`config.mk`:
```
export PLATFORM = sky130hd
export DESIGN_NAME = pacc_top
export DESIGN_NICKNAME = d
export VERILOG_FILES = /design/src/inc/pacc_pkg.sv /design/src/pacc_top.sv
export SDC_FILE = /design/constraint.sdc
export NUM_CORES = 1
export LEC_CHECK = 0
export CAP_MARGIN = 20
export CORE_ASPECT_RATIO = 0.9
export CORE_MARGIN = 2
export CORE_UTILIZATION = 40
export DETAILED_ROUTE_END_ITERATION = 8
export DONT_BUFFER_PORTS = 1
export PLACE_DENSITY = 0.56
export SLEW_MARGIN = 25
export SYNTH_ARGS = -nofsm -noshare
export SYNTH_HDL_FRONTEND = slang
export SYNTH_SLANG_ARGS = --single-unit
```
`constraint.sdc`:
```
create_clock -name aclk -period 3.63 [get_ports aclk]
set_input_delay 0.363 -clock aclk [delete_from_list [all_inputs] [get_ports aclk]]
set_output_delay 0.363 -clock aclk [all_outputs]
set_load 0.05 [all_outputs]
```
`src/inc/pacc_pkg.sv`:
```
// Constants, types and field layout for the period and pulse accumulator
package pacc_pkg;
	// Register byte offsets
	localparam logic [4:0] OFF_CTRL = 5'h00;
	localparam logic [4:0] OFF_MAX = 5'h04;
	localparam logic [4:0] OFF_SAMPLE = 5'h08;
	localparam logic [4:0] OFF_RESULT = 5'h0c;
	localparam logic [4:0] OFF_STATUS = 5'h10;
	localparam logic [4:0] OFF_INTERIM = 5'h14;
	localparam logic [4:0] OFF_COUNT = 5'h18;
	// Control word field positions
	localparam int CTRL_PRIO_LSB = 0;
	localparam int CTRL_TB_BIT = 2;
	localparam int CTRL_MODE_LSB = 3;
	localparam int CTRL_CHAN_LSB = 8;
	// Status word field positions
	localparam int STAT_DONE_BIT = 8;
	localparam int STAT_DMA_BIT = 9;
	localparam int STAT_VALID_BIT = 10;
	// Overflow marker for the in-progress status
	localparam logic [7:0] OVF_STATUS = 8'h80;
	// Channel index ranges
	localparam logic [7:0] CHAN_A_MAX = 8'h1f;
	localparam logic [7:0] CHAN_B_MIN = 8'h40;
	localparam logic [7:0] CHAN_B_MAX = 8'h5f;
	localparam logic DUAL_ENGINE = 1'b1;
	// Reset values
	localparam logic [7:0] CHAN_RST = 8'h00;
	localparam logic [22:0] MAX_RST = 23'h000000;
	localparam logic [22:0] SAMPLE_RST = 23'h000000;
	// Bus responses
	localparam logic [1:0] RESP_OKAY = 2'h0;
	localparam logic [1:0] RESP_SLVERR = 2'h2;

	// Scheduler priority
	typedef enum logic [1:0] {
		priority_off = 2'b00,
		priority_low_level = 2'b01,
		priority_mid_level = 2'b10,
		priority_high_level = 2'b11
	} pacc_prio_t;
	// Measurement modes
	typedef enum logic [1:0] {
		mode_low_time = 2'b00,
		mode_high_time = 2'b01,
		mode_period_falling = 2'b10,
		mode_period_rising = 2'b11
	} pacc_mode_t;
	// Timebase choice
	typedef enum logic {
		timebase_one = 1'b0,
		timebase_two = 1'b1
	} pacc_tb_t;
	// Channel sequencer states
	typedef enum logic [2:0] {
		st_idle = 3'b000,
		st_meas = 3'b001,
		st_copy_result = 3'b010,
		st_copy_status = 3'b011,
		st_flag = 3'b100
	} pacc_state_t;
	// Channel configuration carrier
	typedef struct packed {
		logic [7:0] channel;
		pacc_mode_t mode;
		pacc_tb_t timebase;
		pacc_prio_t prio;
	} pacc_cfg_t;
endpackage

```
`src/pacc_top.sv`:
```
// Period and pulse accumulator channel with AXI4-Lite register slave
//
// Added by the designer: the address map and the AXI4-Lite slave port.
`timescale 1ns/1ps

module pacc_top (
	// Clock and reset
	input wire logic aclk,
	input wire logic aresetn,
	// Write address channel
	input wire logic [4:0] s_awaddr,
	input wire logic s_awvalid,
	output logic s_awready,
	// Write data channel
	input wire logic [31:0] s_wdata,
	input wire logic [3:0] s_wstrb,
	input wire logic s_wvalid,
	output logic s_wready,
	// Write response channel
	output logic [1:0] s_bresp,
	output logic s_bvalid,
	input wire logic s_bready,
	// Read address channel
	input wire logic [4:0] s_araddr,
	input wire logic s_arvalid,
	output logic s_arready,
	// Read data channel
	output logic [31:0] s_rdata,
	output logic [1:0] s_rresp,
	output logic s_rvalid,
	input wire logic s_rready,
	// Measured pin and timebase ticks
	input wire logic signal_in,
	input wire logic tb_one_tick,
	input wire logic tb_two_tick,
	// Completion flags
	output logic chan_flag,
	output logic dma_request
);
	////////////////////////////////////////////////////////////////////////////////
	// Helpers

	// Byte-lane merge of a write
	function automatic logic [31:0] merge32(input logic [31:0] old, input logic [31:0] nw,
		input logic [3:0] strb);
		logic [31:0] r;
		r = old;
		for (int i = 0; i < 4; i++) begin
			if (strb[i]) begin
				r[i*8 +: 8] = nw[i*8 +: 8];
			end
		end
		return r;
	endfunction

	// Legal channel index
	function automatic logic chan_ok(input logic [7:0] c);
		return (c <= pacc_pkg::CHAN_A_MAX) ||
			(pacc_pkg::DUAL_ENGINE && c >= pacc_pkg::CHAN_B_MIN && c <= pacc_pkg::CHAN_B_MAX);
	endfunction

	////////////////////////////////////////////////////////////////////////////////
	// State

	pacc_pkg::pacc_cfg_t cfg_reg, cfg_next; // Channel configuration
	logic [22:0] max_reg, max_next; // Periods per result
	logic [22:0] sample_reg, sample_next; // Interim interval
	logic aw_full_reg, aw_full_next; // Write address held
	logic [4:0] awaddr_reg, awaddr_next;
	logic w_full_reg, w_full_next; // Write data held
	logic [31:0] wdata_reg, wdata_next;
	logic [3:0] wstrb_reg, wstrb_next;
	logic awready_reg, awready_next;
	logic wready_reg, wready_next;
	logic bvalid_reg, bvalid_next;
	logic [1:0] bresp_reg, bresp_next;
	logic arready_reg, arready_next;
	logic rvalid_reg, rvalid_next;
	logic [31:0] rdata_reg, rdata_next;
	logic [1:0] rresp_reg, rresp_next;
	logic done_clr, dma_clr; // W1C pulses
	logic [31:0] wv, rd; // Merged write, read word
	logic cfg_open; // Configuration writable

	pacc_pkg::pacc_state_t state_reg, state_next; // Sequencer
	logic sig_meta_reg, sig_sync_reg, sig_prev_reg; // Pin synchroniser
	logic in_pulse_reg, in_pulse_next; // Measuring phase active
	logic [23:0] accum_reg, accum_next; // In-progress total
	logic [23:0] pending_reg, pending_next; // Ticks since last update
	logic [22:0] samp_cnt_reg, samp_cnt_next; // Interim interval counter
	logic [23:0] count_reg, count_next; // Periods so far
	logic [7:0] stat_acc_reg, stat_acc_next; // in_progress_overflow_status
	logic [23:0] result_reg, result_next; // Completed total
	logic [7:0] status_reg, status_next; // Completed status
	logic valid_reg, valid_next; // A result exists
	logic flag_reg, flag_next; // Channel completion flag
	logic dma_reg, dma_next; // DMA request flag

	logic rise, fall, tick, pulse_mode, start_edge, end_edge, interim, last;
	logic [24:0] sum;
	logic [23:0] count_inc;
	logic [22:0] samp_inc, target;

	////////////////////////////////////////////////////////////////////////////////
	// Register slave

	// Configuration other than priority frozen while the channel runs
	assign cfg_open = (cfg_reg.prio == pacc_pkg::priority_off) &&
		(state_reg == pacc_pkg::st_idle);

	// Bus next-state logic
	always_comb begin
		cfg_next = cfg_reg;
		max_next = max_reg;
		sample_next = sample_reg;
		aw_full_next = aw_full_reg;
		awaddr_next = awaddr_reg;
		w_full_next = w_full_reg;
		wdata_next = wdata_reg;
		wstrb_next = wstrb_reg;
		bvalid_next = bvalid_reg;
		bresp_next = bresp_reg;
		arready_next = arready_reg;
		rvalid_next = rvalid_reg;
		rdata_next = rdata_reg;
		rresp_next = rresp_reg;
		done_clr = 1'b0;
		dma_clr = 1'b0;
		wv = 32'h0;
		rd = 32'h0;
		// Capture address and data in either order
		if (s_awvalid && awready_reg) begin
			aw_full_next = 1'b1;
			awaddr_next = s_awaddr;
		end
		if (s_wvalid && wready_reg) begin
			w_full_next = 1'b1;
			wdata_next = s_wdata;
			wstrb_next = s_wstrb;
		end
		// Response taken
		if (bvalid_reg && s_bready) begin
			bvalid_next = 1'b0;
		end
		// Perform write once both halves are here
		if (aw_full_reg && w_full_reg && !bvalid_reg) begin
			aw_full_next = 1'b0;
			w_full_next = 1'b0;
			bvalid_next = 1'b1;
			bresp_next = pacc_pkg::RESP_OKAY;
			case ({awaddr_reg[4:2], 2'b00})
				pacc_pkg::OFF_CTRL: begin
					wv = merge32({16'h0, cfg_reg.channel, 3'h0, cfg_reg.mode, cfg_reg.timebase,
						cfg_reg.prio}, wdata_reg, wstrb_reg);
					// Priority always writable, so software can stop
					cfg_next.prio = pacc_pkg::pacc_prio_t'(wv[pacc_pkg::CTRL_PRIO_LSB +: 2]);
					if (cfg_open) begin
						cfg_next.timebase = pacc_pkg::pacc_tb_t'(wv[pacc_pkg::CTRL_TB_BIT]);
						cfg_next.mode = pacc_pkg::pacc_mode_t'(wv[pacc_pkg::CTRL_MODE_LSB +: 2]);
						if (chan_ok(wv[pacc_pkg::CTRL_CHAN_LSB +: 8])) begin
							cfg_next.channel = wv[pacc_pkg::CTRL_CHAN_LSB +: 8];
						end
					end
				end
				pacc_pkg::OFF_MAX: begin
					wv = merge32({9'h0, max_reg}, wdata_reg, wstrb_reg);
					if (cfg_open) begin
						max_next = wv[22:0];
					end
				end
				pacc_pkg::OFF_SAMPLE: begin
					wv = merge32({9'h0, sample_reg}, wdata_reg, wstrb_reg);
					if (cfg_open) begin
						sample_next = wv[22:0];
					end
				end
				pacc_pkg::OFF_STATUS: begin
					// Write one to clear
					done_clr = wdata_reg[pacc_pkg::STAT_DONE_BIT] & wstrb_reg[1];
					dma_clr = wdata_reg[pacc_pkg::STAT_DMA_BIT] & wstrb_reg[1];
				end
				pacc_pkg::OFF_RESULT, pacc_pkg::OFF_INTERIM, pacc_pkg::OFF_COUNT: begin
					// Read-only words ignore writes
					bresp_next = pacc_pkg::RESP_OKAY;
				end
				default: begin
					bresp_next = pacc_pkg::RESP_SLVERR;
				end
			endcase
		end
		awready_next = !aw_full_next && !bvalid_next;
		wready_next = !w_full_next && !bvalid_next;
		// Read: one outstanding
		if (rvalid_reg && s_rready) begin
			rvalid_next = 1'b0;
			arready_next = 1'b1;
		end
		if (s_arvalid && arready_reg) begin
			arready_next = 1'b0;
			rvalid_next = 1'b1;
			rresp_next = pacc_pkg::RESP_OKAY;
			case ({s_araddr[4:2], 2'b00})
				pacc_pkg::OFF_CTRL: rd = {16'h0, cfg_reg.channel, 3'h0, cfg_reg.mode,
					cfg_reg.timebase, cfg_reg.prio};
				pacc_pkg::OFF_MAX: rd = {9'h0, max_reg};
				pacc_pkg::OFF_SAMPLE: rd = {9'h0, sample_reg};
				pacc_pkg::OFF_RESULT: rd = {8'h0, result_reg};
				pacc_pkg::OFF_STATUS: rd = {21'h0, valid_reg, dma_reg, flag_reg, status_reg};
				pacc_pkg::OFF_INTERIM: rd = {stat_acc_reg, accum_reg};
				pacc_pkg::OFF_COUNT: rd = {8'h0, count_reg};
				default: begin
					rd = 32'h0;
					rresp_next = pacc_pkg::RESP_SLVERR;
				end
			endcase
			rdata_next = rd;
		end
		// Next address only once the read data has gone
		arready_next = !rvalid_next;
	end

	// Bus registers
	always_ff @(posedge aclk) begin
		if (!aresetn) begin
			cfg_reg <= '{channel: pacc_pkg::CHAN_RST, mode: pacc_pkg::mode_low_time,
				timebase: pacc_pkg::timebase_one, prio: pacc_pkg::priority_off};
			max_reg <= pacc_pkg::MAX_RST;
			sample_reg <= pacc_pkg::SAMPLE_RST;
			aw_full_reg <= 1'b0;
			awaddr_reg <= 5'h00;
			w_full_reg <= 1'b0;
			wdata_reg <= 32'h0;
			wstrb_reg <= 4'h0;
			awready_reg <= 1'b0;
			wready_reg <= 1'b0;
			bvalid_reg <= 1'b0;
			bresp_reg <= pacc_pkg::RESP_OKAY;
			arready_reg <= 1'b0;
			rvalid_reg <= 1'b0;
			rdata_reg <= 32'h0;
			rresp_reg <= pacc_pkg::RESP_OKAY;
		end else begin
			cfg_reg <= cfg_next;
			max_reg <= max_next;
			sample_reg <= sample_next;
			aw_full_reg <= aw_full_next;
			awaddr_reg <= awaddr_next;
			w_full_reg <= w_full_next;
			wdata_reg <= wdata_next;
			wstrb_reg <= wstrb_next;
			awready_reg <= awready_next;
			wready_reg <= wready_next;
			bvalid_reg <= bvalid_next;
			bresp_reg <= bresp_next;
			arready_reg <= arready_next;
			rvalid_reg <= rvalid_next;
			rdata_reg <= rdata_next;
			rresp_reg <= rresp_next;
		end
	end

	////////////////////////////////////////////////////////////////////////////////
	// Measurement

	// Edge and tick decode; the second sync stage is compared with its delayed copy
	assign rise = sig_sync_reg && !sig_prev_reg;
	assign fall = !sig_sync_reg && sig_prev_reg;
	assign tick = (cfg_reg.timebase == pacc_pkg::timebase_two) ? tb_two_tick : tb_one_tick;
	assign pulse_mode = !cfg_reg.mode[1];
	always_comb begin
		unique case (cfg_reg.mode)
			pacc_pkg::mode_low_time: begin
				start_edge = fall;
				end_edge = rise;
			end
			pacc_pkg::mode_high_time: begin
				start_edge = rise;
				end_edge = fall;
			end
			pacc_pkg::mode_period_falling: begin
				start_edge = fall;
				end_edge = fall;
			end
			pacc_pkg::mode_period_rising: begin
				start_edge = rise;
				end_edge = rise;
			end
		endcase
	end
	// Tick of the current clock belongs to the total as well
	assign sum = {1'b0, accum_reg} + {1'b0, pending_reg} + {24'h0, tick};
	assign count_inc = count_reg + 24'h1;
	assign samp_inc = samp_cnt_reg + 23'h1;
	assign target = (max_reg == 23'h0) ? 23'h1 : max_reg;
	assign last = count_inc >= {1'b0, target};
	assign interim = tick && (sample_reg != 23'h0) && (samp_inc == sample_reg);

	// Sequencer next-state logic
	always_comb begin
		state_next = state_reg;
		in_pulse_next = in_pulse_reg;
		accum_next = accum_reg;
		pending_next = pending_reg;
		samp_cnt_next = samp_cnt_reg;
		count_next = count_reg;
		stat_acc_next = stat_acc_reg;
		result_next = result_reg;
		status_next = status_reg;
		valid_next = valid_reg;
		flag_next = flag_reg && !done_clr;
		dma_next = dma_reg && !dma_clr;
		// Ticks keep counting through the completion steps
		if (state_reg != pacc_pkg::st_idle && in_pulse_reg && tick) begin
			pending_next = pending_reg + 24'h1;
			samp_cnt_next = samp_inc;
		end
		unique case (state_reg)
			pacc_pkg::st_idle: begin
				// Enabling starts a fresh accumulation
				if (cfg_reg.prio != pacc_pkg::priority_off) begin
					state_next = pacc_pkg::st_meas;
					in_pulse_next = 1'b0;
					accum_next = 24'h0;
					pending_next = 24'h0;
					samp_cnt_next = 23'h0;
					count_next = 24'h0;
					stat_acc_next = 8'h00;
				end
			end
			pacc_pkg::st_meas: begin
				if (in_pulse_reg && end_edge) begin
					// Pulse or period closed
					accum_next = sum[23:0];
					if (sum[24]) begin
						stat_acc_next = pacc_pkg::OVF_STATUS;
					end
					count_next = count_inc;
					pending_next = 24'h0;
					samp_cnt_next = 23'h0;
					in_pulse_next = !pulse_mode;
					if (last) begin
						state_next = pacc_pkg::st_copy_result;
					end
				end else if (!in_pulse_reg && start_edge) begin
					// Valid edge arms the interim interval
					in_pulse_next = 1'b1;
					pending_next = 24'h0;
					samp_cnt_next = 23'h0;
				end else if (in_pulse_reg && interim) begin
					// Interim update without an edge
					accum_next = sum[23:0];
					if (sum[24]) begin
						stat_acc_next = pacc_pkg::OVF_STATUS;
					end
					pending_next = 24'h0;
					samp_cnt_next = 23'h0;
				end
				// Service step done, then stop
				if (cfg_reg.prio == pacc_pkg::priority_off && state_next == pacc_pkg::st_meas) begin
					state_next = pacc_pkg::st_idle;
					in_pulse_next = 1'b0;
				end
			end
			pacc_pkg::st_copy_result: begin
				result_next = accum_reg;
				valid_next = 1'b1;
				state_next = pacc_pkg::st_copy_status;
			end
			pacc_pkg::st_copy_status: begin
				status_next = stat_acc_reg;
				stat_acc_next = 8'h00;
				state_next = pacc_pkg::st_flag;
			end
			pacc_pkg::st_flag: begin
				flag_next = 1'b1;
				dma_next = 1'b1;
				accum_next = 24'h0;
				count_next = 24'h0;
				state_next = pacc_pkg::st_meas;
			end
			default: begin
				state_next = pacc_pkg::st_idle;
			end
		endcase
	end

	// Sequencer registers and pin synchroniser
	always_ff @(posedge aclk) begin
		if (!aresetn) begin
			state_reg <= pacc_pkg::st_idle;
			sig_meta_reg <= 1'b0;
			sig_sync_reg <= 1'b0;
			sig_prev_reg <= 1'b0;
			in_pulse_reg <= 1'b0;
			accum_reg <= 24'h0;
			pending_reg <= 24'h0;
			samp_cnt_reg <= 23'h0;
			count_reg <= 24'h0;
			stat_acc_reg <= 8'h00;
			result_reg <= 24'h0;
			status_reg <= 8'h00;
			valid_reg <= 1'b0;
			flag_reg <= 1'b0;
			dma_reg <= 1'b0;
		end else begin
			state_reg <= state_next;
			sig_meta_reg <= signal_in;
			sig_sync_reg <= sig_meta_reg;
			sig_prev_reg <= sig_sync_reg;
			in_pulse_reg <= in_pulse_next;
			accum_reg <= accum_next;
			pending_reg <= pending_next;
			samp_cnt_reg <= samp_cnt_next;
			count_reg <= count_next;
			stat_acc_reg <= stat_acc_next;
			result_reg <= result_next;
			status_reg <= status_next;
			valid_reg <= valid_next;
			flag_reg <= flag_next;
			dma_reg <= dma_next;
		end
	end

	// Port drive
	assign s_awready = awready_reg;
	assign s_wready = wready_reg;
	assign s_bvalid = bvalid_reg;
	assign s_bresp = bresp_reg;
	assign s_arready = arready_reg;
	assign s_rvalid = rvalid_reg;
	assign s_rdata = rdata_reg;
	assign s_rresp = rresp_reg;
	assign chan_flag = flag_reg;
	assign dma_request = dma_reg;
endmodule

```
==> run summary, run 1 <==
• **crit path setup slack, layout** 159.9 ps
• **CP required** 4070 ps
• **fraction of layout instances using a drive strength above 1** 10.03%
• **cell count after synthesis** 1,719
• **FF+latch count, synth** 253
• **LEAKAGE** 6.327 nW
• **library cell occupying the most area in the post-synthesis netlist** dfxtp_1
• **CTS sink cnt** 253
• **post-route DRC violation count** 0
• **number of pins exceeding their max-slew limit in the final report** 0
• **Setup crit start kind** flip-flop
• **area growth from synthesis to layout** 18.66%
• **fraction of synthesized cell area taken by the top area cell type** 36.04%
• **Port Buffer Count** 0
• **number of routed nets with antenna violations** 0
• **count of boundary I/O pins** 99
• **synthesized cell area** 14,050 um^2
• **clock latency at the later pin of the worst-skew pair** 550 ps
• **Max stage delay cell, worst path** or4_4
• **number of warning messages in the yosys log** 0
• **number of endpoints with negative hold slack in the final report** 0
• **largest driver fanout on the critical path** 4
• **total power divided by cell area** 374.5 nW/um^2
• **average wire length per cell after detail routing** 18.76 um
• **number of cells in the finished layout apart from fillers** 2,274
• **maximum cell stage delay along the critical path** 590 ps
• **main area contributors after synthesis** dfxtp_1 36%, nand2_1 7.6%, a21boi_0 5.1%
• **cell chain of the critical path** ha_4 > and3_4 > nand3_4 > or4_4 > buf_6 > xnor2_2 > ha_1 > nor2b_4 > o21ai_2 > nand2b_4 > a41oi_2 > nor4_4 > a211oi_4 > buf_4 > o211ai_1 > and4b_1
• **Largest register FFs** 25
• **family with the most delay on the worst path** simple AND/OR/NAND/NOR gates
• **H-tree depth** 1
• **filler cell count** 3,467
• **most repeated cell in the gate-level netlist after synthesis** nand2_1
• **Vert. Die Dim** 181.8 um
• **kind of capture point of the worst setup path** flip-flop
• **worst clock skew on the final layout** 14.60 ps
• **Final period util** 95.59%
• **async set or reset register ratio after synthesis** 0%
• **die footprint** 36,650 um^2
• **number of enable flip-flop cells after synthesis** 0
• **pre-CTS setup slack** -160.9 ps
• **dominant synthesized flop cell** dfxtp_1
• **Initial Utilization** 40.37%
• **Placement Rows** 65
• **Max Cap Viol** 0
• **Inserted Diodes** 0
• **DR iter-0 viols** 974
• **TritonRoute pass-1 iters** 5
• **CTS tree** yes
• **buffers plus inverters on the worst setup path** 2
• **Post-Place Cells** 2,161
• **post-route minimum period** 3470 ps
• **placer's final routability congestion estimate** 0.9382
• **slew at the pin closest to its max-slew limit** 985.2 ps
• **final setup violation count** 0
• **clock input transition at the sequential cells of the worst setup and hold paths** 60 ps
• **GR Overflow Total** 0
• **Total Wirelength** 42,660 um
• **placeable core area** 34,810 um^2
• **Horiz. Die Dim** 201.6 um
• **count of distinct cell types in the synthesized netlist** 72
• **number of vias per cell after detailed routing** 5.424
• **via count of the routed design** 12,330
• **cts bufs inserted** 28
• **critical path arrival** 3910 ps
• **largest net degree at the start of global routing** 84
• **Final #Nets** 1,892
• **most frequent cells after synthesis** 285 x nand2_1, 253 x dfxtp_1, 129 x nor2_1
• **first-pass GRT wire length** 66,640 um
• **IR drop worst, VDD** 0.2988 mV
• **number of antenna violations at the first check in global routing** 0
• **average instance area after synthesis** 8.175 um^2
• **Clock Tree Buf Depth** 3
• **path type of the worst setup path** flip-flop to flip-flop
• **share of synthesized area occupied by flip-flops and latches** 36.04%
• **relative slew slack** 34.19%
• **highest clock frequency the design can meet** 0.2882 GHz
• **min-delay worst type** input port to flip-flop
• **via count of the first global-routing pass** 11,660
• **dpl hpwl** 29,790 um
• **result of the run** complete, no violations
• **GR Util All Layers** 22.93%
• **Clk Tree Root Cell** clkbuf_16
layout by cell type, fill, tap and decap left out, types with 12 or more instances in the layout:
master,n
dlygate4sd3_1,55
nand2b_1,12
xor2_1,43
mux2i_1,63
or3_1,14
nor4_1,12
nand2_1,285
o21ai_0,61
ha_1,50
nor3_1,26
xnor2_1,66
nor2_1,126
o21a_1,12
dfxtp_1,251
nand4_1,25
a21o_1,14
and3_1,19
inv_1,37
o31ai_1,12
buf_4,70
a22oi_1,40
a21oi_1,57
nor2b_1,91
and2_1,20
nand3_1,42
clkbuf_16,29
a21boi_0,96
kinds of logic after synthesis:
family                   Yosys count  synth area share [%]
AND/OR/NAND/NOR                  728                 25.04
flip-flops                       253                 36.04
adder cells (fa/ha/maj)           53                 4.826
XOR/XNOR                         110                 6.856
other                              1               0.02669
buffers and inverters            143                 4.318
AO/OA/AOI/OAI                    359                 17.28
multiplexers                      72                 5.609
worst reg2reg max path, stage by stage, from the launching register on:
cell and delay, ps:
dfxtp_4 360, ha_4 130, and3_4 210, nand3_4 90, or4_4 590, buf_6 160, xnor2_2 130, ha_1 290
nor2b_4 130, o21ai_2 160, nand2b_4 90, a41oi_2 210, nor4_4 80, a211oi_4 310, buf_4 170, o211ai_1 70
and4b_1 190
routing by layer:
metal | global-route usage [%] | part of all wire (%) | up-vias
met3 | 3.607 | 5.8 | 51
met5 | 0 | 0 | -
met2 | 37.14 | 45 | 294
met4 | 4.765 | 1.8 | 0
met1 | 32.25 | 48 | 5907
li1 | - | - | 6082
power by group:
group / total [W] / switching (W) / internal [W]
Combinational: 0.000254 / 0.000144 / 0.000111
Sequential: 0.00285 / 0.0000526 / 0.00280
Clock: 0.00314 / 0.00120 / 0.00193
repair_timing:
action / in CTS / in global routing
cloned: 0 / 0
hold buffers: 58 / 0
setup endpoints to repair: 3 / 11
resized for setup: 6 / 30
endpoints found under the hold margin: 110 / 0
pin swaps: 4 / 7
setup buffers: 1 / 1
path summary, 6_finish.rpt:
| check | endpoint | cells after the start | slack, ps | from |
|---|---|---|---|---|
| worst max-delay path | in_pulse_reg | 16 | 160 | count_reg[1] |
| worst min-delay path | sig_sync_reg | 1 | 10 | aresetn |
| worst max register to register | in_pulse_reg | 16 | 160 | count_reg[1] |
| worst min register to register | result_reg[20] | 2 | 470 | result_reg[20] |
layout make-up:
class                      count  area, um^2  area share, %
tap                          469       586.8          3.519
timing repair buffer         132        1214          7.278
sequential                   253        5072          30.42
clock inverter                11       185.2          1.111
multi-input combinational   1331        8647          51.86
inverter                      37       138.9         0.8329
clock buffer                  41       830.8          4.982
through the flow:
step / setup TNS (ps) / total power (W) / hold slack, ps / utilization [%] / area, um^2
after global routing: -30.38 / 0.006426 / 0.9633 / 47.90 / 16670
after global placement: -187.2 / 0.003075 / 441.3 / 42.60 / 14830
after floorplan: 0 / 0.003080 / 411.9 / - / 14140
after CTS: 0 / 0.006294 / 7.196 / 47.41 / 16500
final: 0 / 0.006245 / 9.502 / 47.90 / 16670
after detailed placement: -329.7 / 0.003078 / 448.7 / 42.60 / 14830
No activity file was read; power rests on OpenSTA's default activity.
==> inputs of run 2 (changes only) <==
--- a/config.mk
+++ b/config.mk
@@ -5,13 +5,14 @@
 export SDC_FILE = /design/constraint.sdc
 export NUM_CORES = 1
 export LEC_CHECK = 0
+export ABC_AREA = 1
 export CAP_MARGIN = 20
 export CORE_ASPECT_RATIO = 0.9
 export CORE_MARGIN = 2
 export CORE_UTILIZATION = 40
 export DETAILED_ROUTE_END_ITERATION = 8
 export DONT_BUFFER_PORTS = 1
-export PLACE_DENSITY = 0.56
+export PLACE_DENSITY = 0.57
 export SLEW_MARGIN = 25
 export SYNTH_ARGS = -nofsm -noshare
 export SYNTH_HDL_FRONTEND = slang
==> run 2 against run 1 <==
Against the previous run:
- fmax grew 2.7%
- critical endpoint unchanged
- largest cell class unchanged
- sequential cell count is the same
- clock power shrank 6%
==> run summary, run 2 <==
• **result of the run** complete, no violations
• **Critical Path Most Common Cell** nand2_1
• **filler cell count** 3,603, +3.9%
• **CTS sink cnt** 253, unchanged
• **combinational family with the most area after synthesis** simple AND/OR/NAND/NOR gates
• **number of pins exceeding their max-slew limit in the final report** 0, unchanged
• **via count of the routed design** 13,470, +9.2%
• **xor-xnor portion of the synthesized cell area** 2.672%, -4.2 points
• **average instance area after synthesis** 6.741 um^2, -18%
• **hold path depth** 2, +1
• **number of vias per cell after detailed routing** 5.310, -2.1%
• **most repeated cell in the gate-level netlist after synthesis** nand2_1
• **number of cells in the finished layout apart from fillers** 2,537, +12%
• **fraction of layout instances using a drive strength above 1** 5.783%, -4.2 points
• **synthesized-area fraction occupied by and/or/nand/nor cells** 28.86%, +3.8 points
• **cell chain of the critical path** ha_2 > nand2_1 > nor2_1 > inv_1 > nor2_2 > inv_1 > nor2_1 > nand2_1 > nor3_2 > nand4_1 > nor2_1 > xnor2_1 > inv_1 > ha_1 > and3_1 > nand4_1 > nor2_1 > nand2_1 > nand2_2 > nand2_1 > nand3_1 > nand2_1 > a21oi_1
• **worst clock skew on the final layout** 11.00 ps, -3.601 ps
• **DR iter-0 viols** 1,043, +7.1%
• **worst reg2reg setup slack** 250 ps, +90 ps
• **R2R Path End** in_pulse_reg
• **Post-Place Cells** 2,450, +13%
• **most frequent cells after synthesis** 427 x nand2_1, 286 x nor2_1, 253 x dfxtp_1
• **Total Wirelength** 44,520 um, +4.4%
• **average wire length per cell after detail routing** 17.55 um, -6.5%
• **number of routed nets with antenna violations** 0, unchanged
• **cell count after synthesis** 2,049, +19%
• **main area contributors after synthesis** dfxtp_1 37%, nand2_1 12%, nor2_1 7.8%
• **Max stage delay cell, worst path** dfxtp_1
• **TritonRoute pass-1 iters** 5, unchanged
• **total power divided by cell area** 394.8 nW/um^2, +5.4%
• **most common library cell in the layout ignoring fill and taps** nand2_1
• **number of warning messages in the yosys log** 0, unchanged
• **area used by multi-input combinational logic** 7659 um^2, -11%
• **Final #Nets** 2,162, +14%
• **utilization after layout** 45.63%, -2.3 points
• **synthesized cell area** 13,810 um^2, -1.7%
• **post-route minimum period** 3378 ps, -91.87 ps
• **complex-gate fraction of the synthesized area** 18.47%, +1.2 points
• **final setup violation count** 0, unchanged
• **count of distinct cell types in the synthesized netlist** 52, -28%
• **Hold Startpoint** s_wdata[21]
• **clock input transition at the sequential cells of the worst setup and hold paths** 60 ps, about the same
• **number of enable flip-flop cells after synthesis** 0, unchanged
• **largest net degree at the start of global routing** 136, +62%
• **CTS tree** yes
• **highest clock frequency the design can meet** 0.2960 GHz, +2.7%
• **number of antenna violations at the first check in global routing** 2, +2
• **dominant synthesized flop cell** dfxtp_1
• **fraction of synthesized cell area taken by the top area cell type** 36.67%, +0.62 points
• **sequential cell area** 5065 um^2, -0.15%
• **relative slew slack** 37.07%, +2.9 points
• **GR Util All Layers** 24.51%, +1.6 points
• **Final period util** 93.06%, -2.5 points
• **H-tree depth** 1, unchanged
• **kind of capture point of the worst setup path** flip-flop
• **placer's final routability congestion estimate** 0.9179, -2.2%
• **clock latency at the later pin of the worst-skew pair** 560 ps, about the same
• **Vert. Die Dim** 180.3 um, -0.84%
• **async set or reset register ratio after synthesis** 0%, unchanged
• **top library cells by usage in the layout, fill and taps aside** 426 x nand2_1, 284 x nor2_1, 253 x dfxtp_1
• **count of boundary I/O pins** 99, unchanged
• **maximum cell stage delay along the critical path** 380 ps, -210 ps
• **library cell occupying the most area in the post-synthesis netlist** dfxtp_1
• **cts bufs inserted** 29, +3.6%
• **number of endpoints with negative hold slack in the final report** 0, unchanged
• **share of synthesized area occupied by flip-flops and latches** 36.67%, +0.62 points
• **area growth from synthesis to layout** 12.41%
• **Placement Rows** 64, -1.5%
• **LEAKAGE** 6.039 nW, -4.6%
• **placeable core area** 34,030 um^2, -2.2%
• **Setup crit start kind** flip-flop
• **Horiz. Die Dim** 199.9 um, -0.84%
• **IR drop worst, VDD** 0.2671 mV, -11%
• **Max Cap Viol** 0, unchanged
• **first-pass GRT wire length** 69,460 um, +4.2%
• **critical path arrival** 3860 ps, -50 ps
• **via count of the first global-routing pass** 12,300, +5.5%
• **Initial Utilization** 40.59%, +0.22 points
• **path type of the worst setup path** flip-flop to flip-flop
• **min-delay worst type** input port to flip-flop
• **terminating pin of the worst hold path** wdata_reg[21]
• **GR Overflow Total** 0, unchanged
• **Clock Tree Buf Depth** 3, unchanged
• **Reg2Reg Launch Point** count_reg[1]
• **Port Buffer Count** 0, unchanged
• **slew at the pin closest to its max-slew limit** 940.9 ps, -44.27 ps
• **post-route DRC violation count** 0, unchanged
• **Largest register FFs** 25, unchanged
• **Inserted Diodes** 0, unchanged
• **Clk Tree Root Cell** clkbuf_16
• **FF+latch count, synth** 253, unchanged
• **dpl hpwl** 32,330 um, +8.5%
• **CP required** 4110 ps, +40 ps
• **multiplexer area fraction after synthesis** 0.07246%, -5.5 points
• **die footprint** 36,040 um^2, -1.7%
• **buffers plus inverters on the worst setup path** 3, +1
• **Adder-Cell Fraction of Synth Area** 4.909%, +0.083 points
• **family with the most delay on the worst path** simple AND/OR/NAND/NOR gates
• **FF-to-FF path depth** 23, +7
• **largest driver fanout on the critical path** 4, unchanged
run 2: cell types whose count changed in the layout (fill, tap and decap cells not counted), moves of 49 or more:
cell,before,now
a21boi_0,96,2
o21ai_0,61,193
nand2_1,285,426
a21oi_1,57,202
nand3_1,42,117
nor2b_1,91,0
mux2i_1,63,1
buf_4,70,21
xnor2_1,66,8
nor2_1,126,284
inv_1,37,192
run 2: stage by stage:
stage	power (W)	TNS [ps]	setup slack [ps]	cell area (um^2)	hold WS, ps
global route	0.006345	-65.83	-56.45	15530	12.44
CTS	0.006195	0	155.1	15500	1.467
detailed placement	0.003180	0	221.8	14200	415.4
floorplan	0.003126	0	736.2	13840	390.5
global placement	0.003176	0	253.1	14200	415.2
finish	0.006131	0	251.8	15530	1.825
run 2: power by group:
group	switching (W)	internal, W	leakage (nW)
Clock	0.00121	0.00174	0.464
Sequential	0.0000732	0.00282	2.04
Combinational	0.000197	0.0000889	3.53
Total	0.00148	0.00465	6.04
run 2: worst register-to-register path, stage by stage (launching register included):
cell and delay (ps):
dfxtp_1 380, ha_2 210, nand2_1 70, nor2_1 110
inv_1 80, nor2_2 130, inv_1 80, nor2_1 120
nand2_1 110, nor3_2 220, nand4_1 190, nor2_1 170
xnor2_1 130, inv_1 70, ha_1 270, and3_1 170
nand4_1 140, nor2_1 120, nand2_1 70, nand2_2 110
nand2_1 90, nand3_1 70, nand2_1 50, a21oi_1 140
run 2: final cells by class:
class / count / share of cell area [%]
multi-input cells: 1518 / 49.32
flip-flops and latches: 253 / 32.62
clock buffers: 38 / 5.085
inverters: 196 / 4.738
well taps: 462 / 3.723
repair buffers: 55 / 3.449
clock inverters: 15 / 1.064
run 2: metal layers:
metal  global-route usage, %  share of wire, %
met5                       0                 0
met4                   4.919               2.0
met3                   4.230               7.0
met2                   37.13                42
met1                   36.30                49
run 2: repair_timing:
item                                    CTS  global route
gates resized for setup                   0             5
endpoints found under the setup margin    0             3
setup buffers                             0             2
hold buffers                             32             0
hold endpoints to repair                143             0
run 2: worst max path at each step:
stage | from | endpoint | cells past startpoint
after global routing | count_reg[1] | in_pulse_reg | 23
after floorplan | count_reg[0] | in_pulse_reg | 23
after global placement | count_reg[1] | in_pulse_reg | 23
after CTS | count_reg[1] | in_pulse_reg | 23
after detailed placement | count_reg[1] | in_pulse_reg | 23
final | count_reg[1] | in_pulse_reg | 23
run 2: cell families (layout without fill, tap and decap cells):
group,after synthesis,after routing
other,1,9
xor gates and xnor gates,39,39
adders and majority gates,53,53
muxes,1,1
AOI/OAI and AO/OA,470,470
and+or+nand+nor,946,946
DFF,253,253
buffers and inverters,286,304
==> inputs of run 3 (changes only) <==
--- a/config.mk
+++ b/config.mk
@@ -5,7 +5,6 @@
 export SDC_FILE = /design/constraint.sdc
 export NUM_CORES = 1
 export LEC_CHECK = 0
-export ABC_AREA = 1
 export CAP_MARGIN = 20
 export CORE_ASPECT_RATIO = 0.9
 export CORE_MARGIN = 2
==> run 3 against run 2 <==
Against the previous run:
- final area is 6.9% higher
- first-iteration DRC count is 7.4% lower
- register-to-register slack worse by 70 ps
- critical path depth is 8 lower
- die area is 1.7% higher
- power is 2.0% higher
- worst hold slack better by 52 ps
- clock skew is 0.77 ps lower
- non-clock buffer count is 78 higher
- core utilization is 2.1 points higher
- setup slack worse by 66 ps
==> run summary, run 3 (synthesized netlist as in run 1, its figures left out) <==
• **post-route DRC violation count** 0, unchanged
• **Vert. Die Dim** 181.8 um, +0.84%
• **Setup crit start kind** flip-flop
• **via count of the routed design** 12,380, -8.1%
• **worst clock skew on the final layout** 10.23 ps, -0.7709 ps
• **result of the run** complete, no violations
• **FF-to-FF path depth** 15, -35%
• **placeable core area** 34,810 um^2, +2.3%
• **largest driver fanout on the critical path** 4, unchanged
• **final setup violation count** 0, unchanged
• **largest net degree at the start of global routing** 164, +21%
• **Placement Rows** 65, +1.6%
• **dpl hpwl** 29,680 um, -8.2%
• **cell chain of the critical path** ha_4 > and3_4 > nand3_4 > or4_4 > buf_6 > xnor2_1 > ha_1 > nor2b_2 > o21ai_0 > nand2b_1 > a41oi_1 > nor4_2 > a211oi_4 > or4b_4 > a21oi_2
• **count of boundary I/O pins** 99, unchanged
• **number of endpoints with negative hold slack in the final report** 0, unchanged
• **number of antenna violations at the first check in global routing** 1, -1
• **pre-CTS setup slack** -105.0 ps, -326.8 ps
• **slew at the pin closest to its max-slew limit** 1053 ps, +112.3 ps
• **crit path setup slack, layout** 186.0 ps, -65.78 ps
• **Final period util** 94.87%, +1.8 points
• **R2R Path End** state_reg[1]
• **Port Buffer Count** 0, unchanged
• **Clk Tree Root Cell** clkbuf_16
• **CTS sink cnt** 253, unchanged
• **family with the most delay on the worst path** simple AND/OR/NAND/NOR gates
• **number of gates on the worst path with buffers counted** 15, -35%
• **clock input transition at the sequential cells of the worst setup and hold paths** 60 ps, about the same
• **Total Wirelength** 43,010 um, -3.4%
• **Max stage delay cell, worst path** or4b_4
• **RSZ-0062 raised after global routing** no
• **first-pass GRT wire length** 66,240 um, -4.6%
• **average wire length per cell after detail routing** 18.88 um, +7.6%
• **Largest register FFs** 25, unchanged
• **path type of the worst setup path** flip-flop to flip-flop
• **IR drop worst, VDD** 0.3129 mV, +17%
• **placer's final routability congestion estimate** 0.9142, -0.40%
• **CTS tree** yes
• **via count of the first global-routing pass** 11,610, -5.6%
• **DP Area** 14,800 um^2, +4.2%
• **die footprint** 36,650 um^2, +1.7%
• **critical path startpoint** count_reg[1]
• **number of pins exceeding their max-slew limit in the final report** 0, unchanged
• **relative slew slack** 29.55%, -7.5 points
• **cts bufs inserted** 30, +3.4%
• **buffers plus inverters on the worst setup path** 1, -2
• **total power divided by cell area** 376.7 nW/um^2, -4.6%
• **TritonRoute pass-1 iters** 6, +1
• **number of vias per cell after detailed routing** 5.435, +2.4%
• **Initial Utilization** 40.37%, -0.22 points
• **area growth from synthesis to layout** 18.12%
• **H-tree depth** 1, unchanged
• **kind of capture point of the worst setup path** flip-flop
• **LEAKAGE** 6.297 nW, +4.3%
• **Horiz. Die Dim** 201.6 um, +0.85%
• **fraction of layout instances using a drive strength above 1** 9.121%, +3.3 points
• **Final TNS setup** 0 ps, unchanged
• **Inserted Diodes** 0, unchanged
• **Max Cap Viol** 0, unchanged
• **number of routed nets with antenna violations** 0, unchanged
• **Clock Tree Buf Depth** 3, unchanged
• **post-route minimum period** 3444 ps, +65.78 ps
• **Reg2Reg Launch Point** count_reg[1]
• **worst reg2reg setup slack** 190 ps, -70 ps
• **GR Util All Layers** 22.96%, -1.6 points
• **Layout Cell Area excl Fill** 16,600 um^2, +6.9%
• **top library cells by usage in the layout, fill and taps aside** 285 x nand2_1, 250 x dfxtp_1, 127 x nor2_1
• **GR Overflow Total** 0, unchanged
• **CP endpoint** state_reg[1]
• **highest clock frequency the design can meet** 0.2904 GHz, -1.9%
• **CP required** 4140 ps, +30 ps
• **min-delay worst type** input port to flip-flop
• **critical path arrival** 3950 ps, +90 ps
• **Final #Nets** 1,895, -12%
• **clock latency at the later pin of the worst-skew pair** 570 ps, about the same
• **DR iter-0 viols** 966, -7.4%
• **maximum cell stage delay along the critical path** 500 ps, +120 ps
• **most common library cell in the layout ignoring fill and taps** nand2_1
run 3: stage by stage:
step | hold WS [ps] | utilization (%) | total power, W | cells
2_1_floorplan | 411.9 | - | 0.003080 | 1727
3_3_place_gp | 424.1 | 42.53 | 0.003078 | 2156
3_5_place_dp | 421.9 | 42.53 | 0.003081 | 2156
4_1_cts | 29.39 | 47.50 | 0.006301 | 2277
5_1_grt | 75.64 | 47.69 | 0.006438 | 2278
6_report | 53.74 | 47.69 | 0.006252 | 2278
run 3: area by class of cell:
class                           count  area (um^2)
Fill cell                        3428        18210
Multi-Input combinational cell   1331         8548
Sequential cell                   253         5074
Timing Repair Buffer              133         1222
Clock buffer                       44        883.3
Tap cell                          469        586.8
Clock inverter                     11        145.1
Inverter                           37        138.9
run 3: how the worst min path moves through the flow:
stage,end,cells past startpoint,slack (ps),from
final,s_bvalid,2,50,s_bready
after global routing,s_bvalid,2,80,s_bready
after CTS,s_bvalid,2,30,s_bready
after detailed placement,sig_sync_reg,1,420,sig_meta_reg
after global placement,sig_sync_reg,1,420,sig_meta_reg
after floorplan,sig_sync_reg,1,410,sig_meta_reg
run 3: what timing repair did:
action                     in CTS  in global routing
hold endpoints to repair      193                  0
hold buffers                   66                  0
gates resized for setup         5                 14
setup endpoints to repair       3                  8
setup buffers                   0                  1
pin swaps                       1                  7
run 3: layer usage:
metal  global-route usage, %  share of wire [%]  vias to the layer above  routed length [um]
met5                       0                  0                        -                   0
met2                   37.31                 45                      315               19370
li1                        -                  -                     6095                   -
met3                   4.218                6.2                       75                2662
met4                   7.029                3.1                        0                1323
met1                   30.94                 46                     5897               19650
run 3: where the power goes:
group	switching [W]	internal (W)
combinational	0.000141	0.000114
clock	0.00125	0.00189
sequential	0.0000526	0.00280
